<file path="config.mk">
export PLATFORM = sky130hd
export DESIGN_NAME = bus_event_status
export DESIGN_NICKNAME = d
export VERILOG_FILES = /design/src/core/bus_status_pkg.sv /design/src/core/bus_event_status.sv
export SDC_FILE = /design/constraint.sdc
export NUM_CORES = 1
export LEC_CHECK = 0
export ABC_AREA = 1
export BUFFER_PORTS_ARGS = -buffer_cell sky130_fd_sc_hd__buf_4
export CAP_MARGIN = 20
export CELL_PAD_IN_SITES_DETAIL_PLACEMENT = 1
export CELL_PAD_IN_SITES_GLOBAL_PLACEMENT = 1
export CORE_ASPECT_RATIO = 1.75
export CORE_UTILIZATION = 24
export CTS_BUF_LIST = sky130_fd_sc_hd__clkbuf_4 sky130_fd_sc_hd__clkbuf_8
export DETAILED_ROUTE_END_ITERATION = 10
export PLACE_DENSITY = 0.95
export SLEW_MARGIN = 20
export SYNTH_ARGS = -nofsm -noshare
export SYNTH_HDL_FRONTEND = slang
export SYNTH_SLANG_ARGS = --single-unit
</file>
<file path="constraint.sdc">
create_clock -name i_mclk -period 1.1 [get_ports i_mclk]
set_clock_uncertainty 0.05 [all_clocks]
set_input_delay 0.165 -clock i_mclk [delete_from_list [all_inputs] [get_ports i_mclk]]
set_output_delay 0.165 -clock i_mclk [all_outputs]
set_load 0.02 [all_outputs]
</file>
<file path="src/core/bus_status_pkg.sv">
// Package for the bus event status register block.
// Assumes a single bus clock domain with synchronous active-low reset.
package bus_status_pkg;

    // Status register field positions
    localparam int INT_STAT_BIT    = 3;
    localparam int CAP_LIST_BIT    = 4;
    localparam int FAST66_BIT      = 5;
    localparam int FB2B_BIT        = 7;
    localparam int MDPERR_BIT      = 8;
    localparam int DEVSEL_LO_BIT   = 9;
    localparam int DEVSEL_HI_BIT   = 10;
    localparam int SIG_TABORT_BIT  = 11;
    localparam int RCV_TABORT_BIT  = 12;
    localparam int RCV_MABORT_BIT  = 13;
    localparam int SIG_SERR_BIT    = 14;
    localparam int DET_PERR_BIT    = 15;

    // Command register field positions used here
    localparam int PERR_RESP_BIT   = 6;
    localparam int INT_DIS_BIT     = 10;

    // DEVSEL timing codes
    localparam logic [1:0] DEVSEL_FAST   = 2'h0;
    localparam logic [1:0] DEVSEL_MEDIUM = 2'h1;
    localparam logic [1:0] DEVSEL_SLOW   = 2'h2;

    // Reset values
    localparam logic [15:0] STATUS_RST  = 16'h0000;
    localparam logic [15:0] COMMAND_RST = 16'h0000;

    // Mask of the write-one-to-clear flags
    localparam logic [15:0] W1C_MASK    = 16'hf900;

    // Bus events reported by the surrounding agent, one-cycle pulses
    typedef struct packed {
        logic master_perr;
        logic sig_tabort;
        logic rcv_tabort;
        logic rcv_mabort;
        logic special_cycle;
        logic serr_driven;
        logic perr_detected;
    } bus_events_t;

    // Register access port
    typedef struct packed {
        logic        wr_stat;
        logic        wr_cmd;
        logic [15:0] wdata;
    } reg_write_t;

endpackage

</file>
<file path="src/core/bus_event_status.sv">
// Status register of a bus agent with the two command bits it depends on.
// Assumes event inputs are one-cycle pulses synchronous to i_mclk.
//
// Overview of operation
// - Reserved status bits read zero, ignore writes
// - Writing one clears a flag; never sets
// - Bit 3 mirrors interrupt; pin needs enable
// - Interrupt disable blocks pin only, not bit
// - Bit 4 shows capability list presence
// - Bit 5 shows 66 MHz capability
// - Bit 7 shows fast back-to-back acceptance
// - Master parity flag needs master and enable
// - Bits 9-10 encode DEVSEL class, never 11b
// - DEVSEL code is slowest non-config response
// - Bit 11 set on signalled target abort
// - Bit 12 set on received target abort
// - Bit 13 on master abort, not special
// - Both received abort flags are implemented
// - Bit 14 set whenever SERR is driven
// - Bit 15 set on any detected parity error
// - Command bit 10 disables interrupt pin
// - Command bit 6 enables parity error drive
`timescale 1ns/1ps
`default_nettype none

module bus_event_status
    import bus_status_pkg::*;
#(
    parameter logic       CAP_LIST_EN = 1'b0,
    parameter logic       FAST66_EN   = 1'b0,
    parameter logic       FB2B_EN     = 1'b0,
    parameter logic [1:0] DEVSEL_CODE = DEVSEL_MEDIUM
)
(
    input  wire logic        i_mclk,
    input  wire logic        i_rst_n,
    input  wire reg_write_t  i_wr,
    input  wire bus_events_t i_ev,
    input  wire logic        i_int_pending,
    output logic [15:0]      o_status,
    output logic [15:0]      o_command,
    output logic             o_int_assert,
    output logic             o_perr_drive_en
);

    logic [15:0] flags_q;
    logic [15:0] flags_d;
    logic [15:0] set_vec;
    logic [15:0] clr_vec;
    logic [15:0] fixed_vec;
    logic        int_q;
    logic        int_dis_q;
    logic        perr_en_q;
    logic [1:0]  devsel_safe;

    // Never report the reserved code
    assign devsel_safe = (DEVSEL_CODE == 2'h3) ? DEVSEL_SLOW
                                               : DEVSEL_CODE;

    // Read-only capability bits; o_status reads them as zero during reset
    always_comb
    begin
        fixed_vec = 16'h0000;
        fixed_vec[CAP_LIST_BIT] = CAP_LIST_EN;
        fixed_vec[FAST66_BIT] = FAST66_EN;
        fixed_vec[FB2B_BIT] = FB2B_EN;
        fixed_vec[DEVSEL_HI_BIT:DEVSEL_LO_BIT] = devsel_safe;
    end

    // Event set vector
    always_comb
    begin
        set_vec = 16'h0000;
        set_vec[MDPERR_BIT] = i_ev.master_perr & perr_en_q;
        set_vec[SIG_TABORT_BIT] = i_ev.sig_tabort;
        set_vec[RCV_TABORT_BIT] = i_ev.rcv_tabort;
        set_vec[RCV_MABORT_BIT] = i_ev.rcv_mabort
                                  & ~i_ev.special_cycle;
        set_vec[SIG_SERR_BIT] = i_ev.serr_driven;
        set_vec[DET_PERR_BIT] = i_ev.perr_detected;
    end

    assign clr_vec = i_wr.wr_stat ? (i_wr.wdata & W1C_MASK)
                                  : 16'h0000;
    // Set wins over a simultaneous clear
    assign flags_d = ((flags_q & ~clr_vec) | set_vec) & W1C_MASK;

    always_ff @(posedge i_mclk)
    begin
        if (!i_rst_n)
        begin
            flags_q   <= STATUS_RST;
            int_q     <= 1'b0;
            int_dis_q <= COMMAND_RST[INT_DIS_BIT];
            perr_en_q <= COMMAND_RST[PERR_RESP_BIT];
        end
        else
        begin
            flags_q <= flags_d;
            int_q   <= i_int_pending;
            if (i_wr.wr_cmd)
            begin
                int_dis_q <= i_wr.wdata[INT_DIS_BIT];
                perr_en_q <= i_wr.wdata[PERR_RESP_BIT];
            end
        end
    end

    // Registered outputs
    always_ff @(posedge i_mclk)
    begin
        if (!i_rst_n)
        begin
            o_status        <= STATUS_RST;
            o_command       <= COMMAND_RST;
            o_int_assert    <= 1'b0;
            o_perr_drive_en <= 1'b0;
        end
        else
        begin
            o_status <= flags_d | fixed_vec
                        | ({15'h0000, i_int_pending} << INT_STAT_BIT);
            o_command <= 16'h0000;
            o_command[INT_DIS_BIT] <= i_wr.wr_cmd ? i_wr.wdata[INT_DIS_BIT]
                                                  : int_dis_q;
            o_command[PERR_RESP_BIT] <= i_wr.wr_cmd ? i_wr.wdata[PERR_RESP_BIT]
                                                    : perr_en_q;
            o_int_assert <= int_q & ~int_dis_q;
            o_perr_drive_en <= perr_en_q;
        end
    end

endmodule

`default_nettype wire

</file>
==> summary.txt, run 1 <==
Run status -> completed
Hold Buf Count CTS -> 0
Post-layout power -> 1.086 mW
Crit-path leading delay family -> flip-flops
DIE HEIGHT -> 67.48 microns
Final min period -> 943.5 ps
Drt via density -> 3.742
Post-route ant nets -> 0
Critical path capture point type -> primary output
Worst EP arrival -> 730 ps
Final worst slack -> 156.5 ps
Synthesis Warnings -> 0
DP Worst Slack -> 400.5 ps
Mean routed wirelength per cell -> 8.886 microns
Crit start category -> flop
Clock Latency Late Sink -> 230 ps
Top-Level Pins -> 62
Die area -> 2660 sq um
Final Max Slew Viols -> 0
Grt ovf -> 0
CP peak stage delay -> 350 ps
Initial antenna violation count -> 0
Global-route wire length before repair -> 1800 microns
Core area -> 2302 sq um
Final worst path period share -> 0.8578
Critical path's slowest cell -> dfxtp_1
CP Buf/Inv Count -> 1
Resized Gates After CTS -> 0
Vias in the first global route -> 486
Total global-route track usage -> 0.09897
Synth Register Bits -> 12
Final hold violation count -> 0
Via count -> 494
Root Buffer -> clkbuf_8
WP data required -> 880 ps
Cell Area, Synth -> 588.1 sq um
Post-placement cell area -> 743.2 sq um
Clock tree from TritonCTS -> built
Pwr Density -> 1384 nW/um^2
Number of buffers created by CTS -> 3
Post-CTS setup buffers -> 0
CP max FO -> 3
CTS clk-pin slew, worst paths -> 50 ps
DRC -> 0
Sink Count -> 12
Port Buf Inserts -> 31
Drt total wl -> 1173 microns
N_diodes -> 0
Max Root-Sink Buffers -> 2
Area growth syn-to-layout -> 33.40%
Initial Util -> 0.2554
Max cap viols -> 0
Initial DRC count -> 0
Layout Nets -> 137
Num rows -> 23
Synth cell types -> 9
Commonest non-fill, non-tap cell in the layout -> buf_4
Layout cell share with drive strength beyond 1 -> 0.3178
Setup TNS -> 0 ps
Routability congestion estimate -> 0.6354
H-tree levels -> 1
Pre-Repair DR Iteration Count -> 1
Syn Area/Cell -> 7.637 sq um
Peak supply drop -> 0.5867 mV
Cell area after layout -> 784.5 sq um
# setup viols final -> 0
Largest net degree at the start of global routing -> 9
Crit-path cells -> buf_4
Die X -> 39.42 microns
RSZ-0062 raised after global routing -> no
Synthesized instance count -> 77
Commonest non-fill, non-tap cells in the layout -> buf_4 (31), conb_1 (22), nand2_1 (17)
Post-route core utilization -> 0.3408
Critical path type -> reg2out
Max Clk Rate -> 1060 MHz
Part of the Yosys area used for sequential elements -> 0.4085
DP HPWL -> 1020 microns
Static leakage -> 0.4587 nW
Min-Delay Path Class -> in2reg
worst paths after layout:
path / startpoint / to / slack, ps / depth (start not counted)
setup / recovery: int_dis_q$_SDFFE_PN0P_ / o_command[10] / 160 / 1
hold / removal: i_rst_n / o_status[9]$_SDFF_PN0_ / 50 / 1
setup reg to reg: int_dis_q$_SDFFE_PN0P_ / int_dis_q$_SDFFE_PN0P_ / 390 / 2
hold reg to reg: o_status[3]$_SDFF_PN0_ / o_int_assert$_SDFF_PN0_ / 380 / 2
cells in the mapped netlist:
cell type	count	area, sq um
nand3_1	1	5.000
nor2_1	5	18.77
inv_1	9	33.78
dfxtp_1	12	240.2
nand2_1	17	63.81
a21oi_1	5	25.02
buf_4	25	187.7
conb_1	1	3.750
o21ai_0	2	10.01
metrics by stage:
step | std cells | hold WS (ps)
final | 132 | 47.28
after global placement | 129 | 286.1
after floorplan | 98 | 142.7
after detailed placement | 129 | 288.4
after CTS | 132 | 48.82
after global routing | 132 | 49.02
where the power goes:
group	switching, mW	internal [mW]
logic	0.146	0.0897
clock network	0.135	0.239
registers	0.0128	0.463
total	0.294	0.792
state kept, by name, summed over array words and instances (netlist names):
name / flops
o_int_assert: 1
o_perr_drive_en: 1
int_dis_q: 1
o_status: 3
flags_q: 5
o_command: 1
kinds of logic after synthesis:
logic type | synth area share
compound gates | 0.05957
buf+inv | 0.3766
flops | 0.4085
other cells | 0.006377
simple gates | 0.1489
per-layer routing:
metal	part of all wire	track usage	vias up
met3	0.13	0.02303	2
met1	0.32	0.07927	205
li1	-	-	243
met2	0.54	0.1906	44
met4	0.0077	0.06466	0
met5	0	0	-
final cells by class:
class / instances / area, sq um
Fill cell: 295 / 1518
Sequential cell: 12 / 240.2
Timing Repair Buffer: 31 / 232.7
Multi-Input combinational cell: 52 / 205.2
Clock buffer: 3 / 41.29
Inverter: 9 / 33.78
Tap cell: 25 / 31.28
No activity file was read; power rests on OpenSTA's default activity.
==> run 2, diff against run 1 <==
--- a/config.mk
+++ b/config.mk
@@ -11,10 +11,10 @@
 export CELL_PAD_IN_SITES_DETAIL_PLACEMENT = 1
 export CELL_PAD_IN_SITES_GLOBAL_PLACEMENT = 1
 export CORE_ASPECT_RATIO = 1.75
-export CORE_UTILIZATION = 24
+export CORE_UTILIZATION = 22
 export CTS_BUF_LIST = sky130_fd_sc_hd__clkbuf_4 sky130_fd_sc_hd__clkbuf_8
 export DETAILED_ROUTE_END_ITERATION = 10
-export PLACE_DENSITY = 0.95
+export PLACE_DENSITY = 0.9
 export SLEW_MARGIN = 20
 export SYNTH_ARGS = -nofsm -noshare
 export SYNTH_HDL_FRONTEND = slang
==> constraint.sdc (replaced) <==
create_clock -name i_mclk -period 0.95 [get_ports i_mclk]
set_clock_uncertainty 0.05 [all_clocks]
set_input_delay 0.1425 -clock i_mclk [delete_from_list [all_inputs] [get_ports i_mclk]]
set_output_delay 0.1425 -clock i_mclk [all_outputs]
set_load 0.02 [all_outputs]
==> run 2 against run 1 <==
  * Sequential share of layout area increased by 0.17 points
  * Flip-flop and latch count unchanged
  * Setup slack got worse by 110 ps
  * Highest routed layer unchanged
==> summary.txt, run 2 (synthesized netlist as in run 1, its figures left out) <==
Core area -> 2522 sq um (+9.6%)
Num rows -> 24 (+4.3%)
Clock tree from TritonCTS -> built
Top-Level Pins -> 62 (unchanged)
Critical path capture point type -> primary output
Max Clk Rate -> 1110 MHz
Peak supply drop -> 0.6591 mV (+12%)
DP HPWL -> 1065 microns (+4.5%)
Critical path type -> reg2out
Crit start category -> flop
Run status -> completed
Area growth syn-to-layout -> 34.04%
Number of buffers created by CTS -> 3 (unchanged)
Final worst slack -> 49.25 ps (-107.2 ps)
Crit-path cells -> buf_4
Hold Buf Count CTS -> 0 (unchanged)
CP max FO -> 3 (unchanged)
Pwr Density -> 1606 nW/um^2 (+16%)
Placed insts -> 130 (+0.78%)
CP peak stage delay -> 340 ps (about the same)
Routability congestion estimate -> 0.6013 (-5.4%)
Final hold violation count -> 0 (unchanged)
FILL cells -> 331 (+12%)
Critical path's slowest cell -> dfxtp_2
Multi-input logic area -> 205.2 sq um (unchanged)
Final min period -> 900.7 ps
Min-Delay Path Class -> in2reg
Root Buffer -> clkbuf_8
Critical Path End -> o_command[10]
Finished Layout Cells -> 133 (+0.76%)
Grt ovf -> 0 (unchanged)
N_diodes -> 0 (unchanged)
Worst EP arrival -> 710 ps (-20 ps)
Commonest non-fill, non-tap cell in the layout -> buf_4
Post-CTS setup buffers -> 0 (unchanged)
Layout cell share with drive strength beyond 1 -> 0.3364 (+0.01869)
Vias in the first global route -> 446 (-8.2%)
R2R Path End -> int_dis_q$_SDFFE_PN0P_
Max Root-Sink Buffers -> 2 (unchanged)
DRC -> 0 (unchanged)
Static leakage -> 0.4592 nW (+0.12%)
Stages on the worst setup path -> 1 (unchanged)
Port Buf Inserts -> 31 (unchanged)
CP Buf/Inv Count -> 1 (unchanged)
Top Registers -> flags_q: 5 flops, o_status: 3 flops
Die area -> 2892 sq um (+8.7%)
Reg2reg start -> int_dis_q$_SDFFE_PN0P_
Largest net degree at the start of global routing -> 9 (unchanged)
Layout Nets -> 137 (unchanged)
# setup viols final -> 0 (unchanged)
Final Max Slew Viols -> 0 (unchanged)
Global-route wire length before repair -> 1807 microns (+0.39%)
DIE HEIGHT -> 70.40 microns (+4.3%)
Via count -> 501 (+1.4%)
Most flop-heavy register -> flags_q
H-tree levels -> 1 (unchanged)
Initial Util -> 0.2331 (-0.02230)
Drt total wl -> 1214 microns (+3.5%)
R2R cell count -> 2 (unchanged)
Crit-path leading delay family -> flip-flops
Register Area -> 242.7 sq um (+1.0%)
Clock Latency Late Sink -> 230 ps (about the same)
Total global-route track usage -> 0.09437 (-0.004599)
RSZ-0062 raised after global routing -> no
Commonest non-fill, non-tap cells in the layout -> buf_4 (31), conb_1 (22), nand2_1 (17)
Sink Count -> 12 (unchanged)
Final worst path period share -> 0.9482
WP data required -> 760 ps (-120 ps)
Pre-Repair DR Iteration Count -> 2 (+1)
Initial DRC count -> 3 (+3)
CTS clk-pin slew, worst paths -> 50 ps (about the same)
Max cap viols -> 0 (unchanged)
Critical path launch point -> int_dis_q$_SDFFE_PN0P_
Post-route ant nets -> 0 (unchanged)
Die X -> 41.08 microns (+4.2%)
Post-layout power -> 1.266 mW (+17%)
DP Worst Slack -> 256.5 ps (-144.0 ps)
Initial antenna violation count -> 0 (unchanged)
Reg2reg setup slack -> 260 ps (-130 ps)
Setup TNS -> 0 ps (unchanged)
Mean routed wirelength per cell -> 9.128 microns (+2.7%)
Hold slack -> 25.65 ps (-21.63 ps)
Drt via density -> 3.767 (+0.65%)
Max reg flops -> 5 (unchanged)
==> run 2: where the power goes <==
| part | internal [mW] | switching, mW |
|---|---|---|
| Sequential | 0.537 | 0.0152 |
| Combinational | 0.104 | 0.171 |
| Clock | 0.277 | 0.161 |
==> run 2: worst min path at each step <==
stage / startpoint / to / slack (ps) / cells past startpoint
2_1_floorplan: i_rst_n / o_status[9]$_SDFF_PN0_ / 120 / 0
3_3_place_gp: i_rst_n / o_status[9]$_SDFF_PN0_ / 260 / 1
3_5_place_dp: i_rst_n / o_status[9]$_SDFF_PN0_ / 260 / 1
4_1_cts: i_rst_n / o_status[9]$_SDFF_PN0_ / 20 / 1
5_1_grt: i_rst_n / o_status[9]$_SDFF_PN0_ / 20 / 1
6_report: i_rst_n / o_status[9]$_SDFF_PN0_ / 30 / 1
==> run 2: routing by layer <==
| layer | track usage | up-vias | wire length, microns |
|---|---|---|---|
| met5 | 0 | - | 0 |
| met4 | 0.06667 | 0 | 9 |
| met3 | 0.01905 | 2 | 136 |
| met2 | 0.1684 | 41 | 701 |
| met1 | 0.07921 | 215 | 366 |
| li1 | - | 243 | - |
==> run 2: stage by stage <==
stage	instance area (sq um)	utilization
2_1_floorplan	666.9	-
3_3_place_gp	744.5	0.2951
3_5_place_dp	744.5	0.2951
4_1_cts	787.0	0.3120
5_1_grt	788.3	0.3125
6_report	788.3	0.3125
==> run 2: cell type report <==
type                       instances  area share
sequential                        12      0.3079
timing repair buffer              31      0.2952
multi-input combinational         52      0.2603
clock buffer                       3     0.05238
inverter                           9     0.04286
tap                               26     0.04127
==> run 2: repair_timing <==
action,CTS,global route
pin swaps,0,0
gates resized for setup,1,1
setup endpoints to repair,1,1
endpoints found under the hold margin,0,0
==> run 3, diff against run 2 <==
--- a/config.mk
+++ b/config.mk
@@ -9,12 +9,12 @@
 export BUFFER_PORTS_ARGS = -buffer_cell sky130_fd_sc_hd__buf_4
 export CAP_MARGIN = 20
 export CELL_PAD_IN_SITES_DETAIL_PLACEMENT = 1
-export CELL_PAD_IN_SITES_GLOBAL_PLACEMENT = 1
+export CELL_PAD_IN_SITES_GLOBAL_PLACEMENT = 2
 export CORE_ASPECT_RATIO = 1.75
-export CORE_UTILIZATION = 22
+export CORE_UTILIZATION = 16
 export CTS_BUF_LIST = sky130_fd_sc_hd__clkbuf_4 sky130_fd_sc_hd__clkbuf_8
 export DETAILED_ROUTE_END_ITERATION = 10
-export PLACE_DENSITY = 0.9
+export PLACE_DENSITY = 0.89
 export SLEW_MARGIN = 20
 export SYNTH_ARGS = -nofsm -noshare
 export SYNTH_HDL_FRONTEND = slang
==> run 3 against run 2 <==
  * Combinational power hardly changed
  * Maximum frequency is 0.49% lower
  * Clock power is 26% higher
  * Die area is 36% higher
  * Global-route usage is 2.0 points lower
  * Register-to-register slack worse by 20 ps
  * Utilization is 7.2 points lower
  * Total power is 9.0% higher
  * Worst hold slack worse by 5.6 ps
  * Cell count is 15% higher
  * Critical path type unchanged
  * Critical endpoint unchanged
  * Highest routed layer is now met3
==> summary.txt, run 3 (synthesized netlist as in run 1, its figures left out) <==
Vias in the first global route -> 490 (+9.9%)
Max reg flops -> 5 (unchanged)
CP Buf/Inv Count -> 1 (unchanged)
Drt via density -> 3.327 (-12%)
Top Registers -> flags_q: 5 flops, o_status: 3 flops
Initial DRC count -> 1 (-2)
Run status -> completed
Critical path type -> reg2out
CP peak stage delay -> 320 ps (-20 ps)
Reg2reg start -> int_dis_q$_SDFFE_PN0P_
Die area -> 3932 sq um (+36%)
Via count -> 509 (+1.6%)
Sink Count -> 12 (unchanged)
Core area -> 3433 sq um (+36%)
Final min period -> 905.2 ps (+4.451 ps)
Global-route wire length before repair -> 1980 microns (+9.6%)
Area growth syn-to-layout -> 40.43%
H-tree levels -> 1 (unchanged)
Post-route core utilization -> 0.2405 (-0.07198)
Crit-path cells -> buf_4
Grt ovf -> 0 (unchanged)
Crit start category -> flop
WP data required -> 760 ps (about the same)
Max Clk Rate -> 1105 MHz (-0.49%)
Final hold violation count -> 0 (unchanged)
DP HPWL -> 1157 microns (+8.7%)
Critical path launch point -> int_dis_q$_SDFFE_PN0P_
Largest net degree at the start of global routing -> 9 (unchanged)
Final Max Slew Viols -> 0 (unchanged)
Max cap viols -> 0 (unchanged)
Num rows -> 28 (+17%)
Critical path capture point type -> primary output
Number of buffers created by CTS -> 3 (unchanged)
Initial Util -> 0.1713 (-0.06185)
CP max FO -> 3 (unchanged)
# setup viols final -> 0 (unchanged)
DIE HEIGHT -> 82.20 microns (+17%)
Finished Layout Cells -> 153 (+15%)
HP Start -> i_rst_n
Crit-path leading delay family -> flip-flops
Total global-route track usage -> 0.07449 (-0.01988)
M2 GR Usage -> 0.1473 (-0.02111)
Placed insts -> 149 (+15%)
Setup TNS -> 0 ps (unchanged)
DRC -> 0 (unchanged)
Mean routed wirelength per cell -> 8.719 microns (-4.5%)
Initial antenna violation count -> 0 (unchanged)
Layout Nets -> 137 (unchanged)
Commonest non-fill, non-tap cells in the layout -> buf_4 (31), conb_1 (22), nand2_1 (17)
Pre-Repair DR Iteration Count -> 3 (+1)
CTS clk-pin slew, worst paths -> 60 ps (about the same)
GRT busiest layer -> met2
Top-Level Pins -> 62 (unchanged)
Die X -> 47.83 microns (+16%)
Met1 track demand over resource -> 0.05820 (-0.02101)
Min-Delay Path Class -> in2reg
Worst EP arrival -> 710 ps (about the same)
Peak supply drop -> 0.5847 mV (-11%)
Commonest non-fill, non-tap cell in the layout -> buf_4
Hold Buf Count CTS -> 0 (unchanged)
Static leakage -> 0.4664 nW (+1.6%)
Post-CTS setup buffers -> 0 (unchanged)
RSZ-0062 raised after global routing -> no
Resized Gates After CTS -> 0 (-1)
Max Root-Sink Buffers -> 2 (unchanged)
Critical path's slowest cell -> dfxtp_2
Pwr Density -> 1671 nW/um^2 (+4.1%)
Final worst path period share -> 0.9528 (+0.004685)
GR Layer Usage met3 -> 0.01957 (+0.0005176)
Layout cell share with drive strength beyond 1 -> 0.3426 (+0.006144)
Port Buf Inserts -> 31 (unchanged)
N_diodes -> 0 (unchanged)
Routability congestion estimate -> 0.6164 (+2.5%)
Clock tree from TritonCTS -> built
Most flop-heavy register -> flags_q
Drt total wl -> 1334 microns (+9.9%)
Post-route ant nets -> 0 (unchanged)
Clock Latency Late Sink -> 240 ps (about the same)
Root Buffer -> clkbuf_8
run 3: path summary, 6_finish.rpt:
path / endpoint / slack, ps / depth (start not counted)
hold reg to reg: o_int_assert$_SDFF_PN0_ / 370 / 1
setup / recovery: o_command[10] / 40 / 1
hold / removal: o_status[9]$_SDFF_PN0_ / 20 / 1
setup reg to reg: int_dis_q$_SDFFE_PN0P_ / 240 / 2
run 3: stage by stage:
| stage | power, mW | hold WS, ps | worst slack [ps] | area [sq um] |
|---|---|---|---|---|
| after floorplan | 0.7909 | 120.2 | 241.1 | 666.9 |
| after CTS | 1.407 | 16.89 | 4.816 | 823.3 |
| after global routing | 1.458 | 21.26 | 9.607 | 825.8 |
| final | 1.380 | 20.10 | 44.80 | 825.8 |
| after global placement | 0.8304 | 267.6 | 277.3 | 768.2 |
| after detailed placement | 0.8375 | 269.7 | 246.0 | 768.2 |
run 3: cell type report:
type / count / area [sq um]
well taps: 45 / 56.30
inverters: 9 / 33.78
clock buffers: 4 / 55.05
repair buffers: 31 / 232.7
multi-input cells: 52 / 205.2
flip-flops and latches: 12 / 242.7
fillers: 458 / 2608
run 3: routing by layer:
layer	share of wire	vias up
met2	0.55	48
met5	0	-
met4	0	0
met3	0.11	0
met1	0.34	217
li1	-	244
run 3: power by group:
group          leakage (nW)  internal [mW]  switching [mW]
registers             0.100          0.536          0.0150
logic                 0.337          0.104           0.171
clock network        0.0288          0.366           0.188
total                 0.466           1.01           0.374
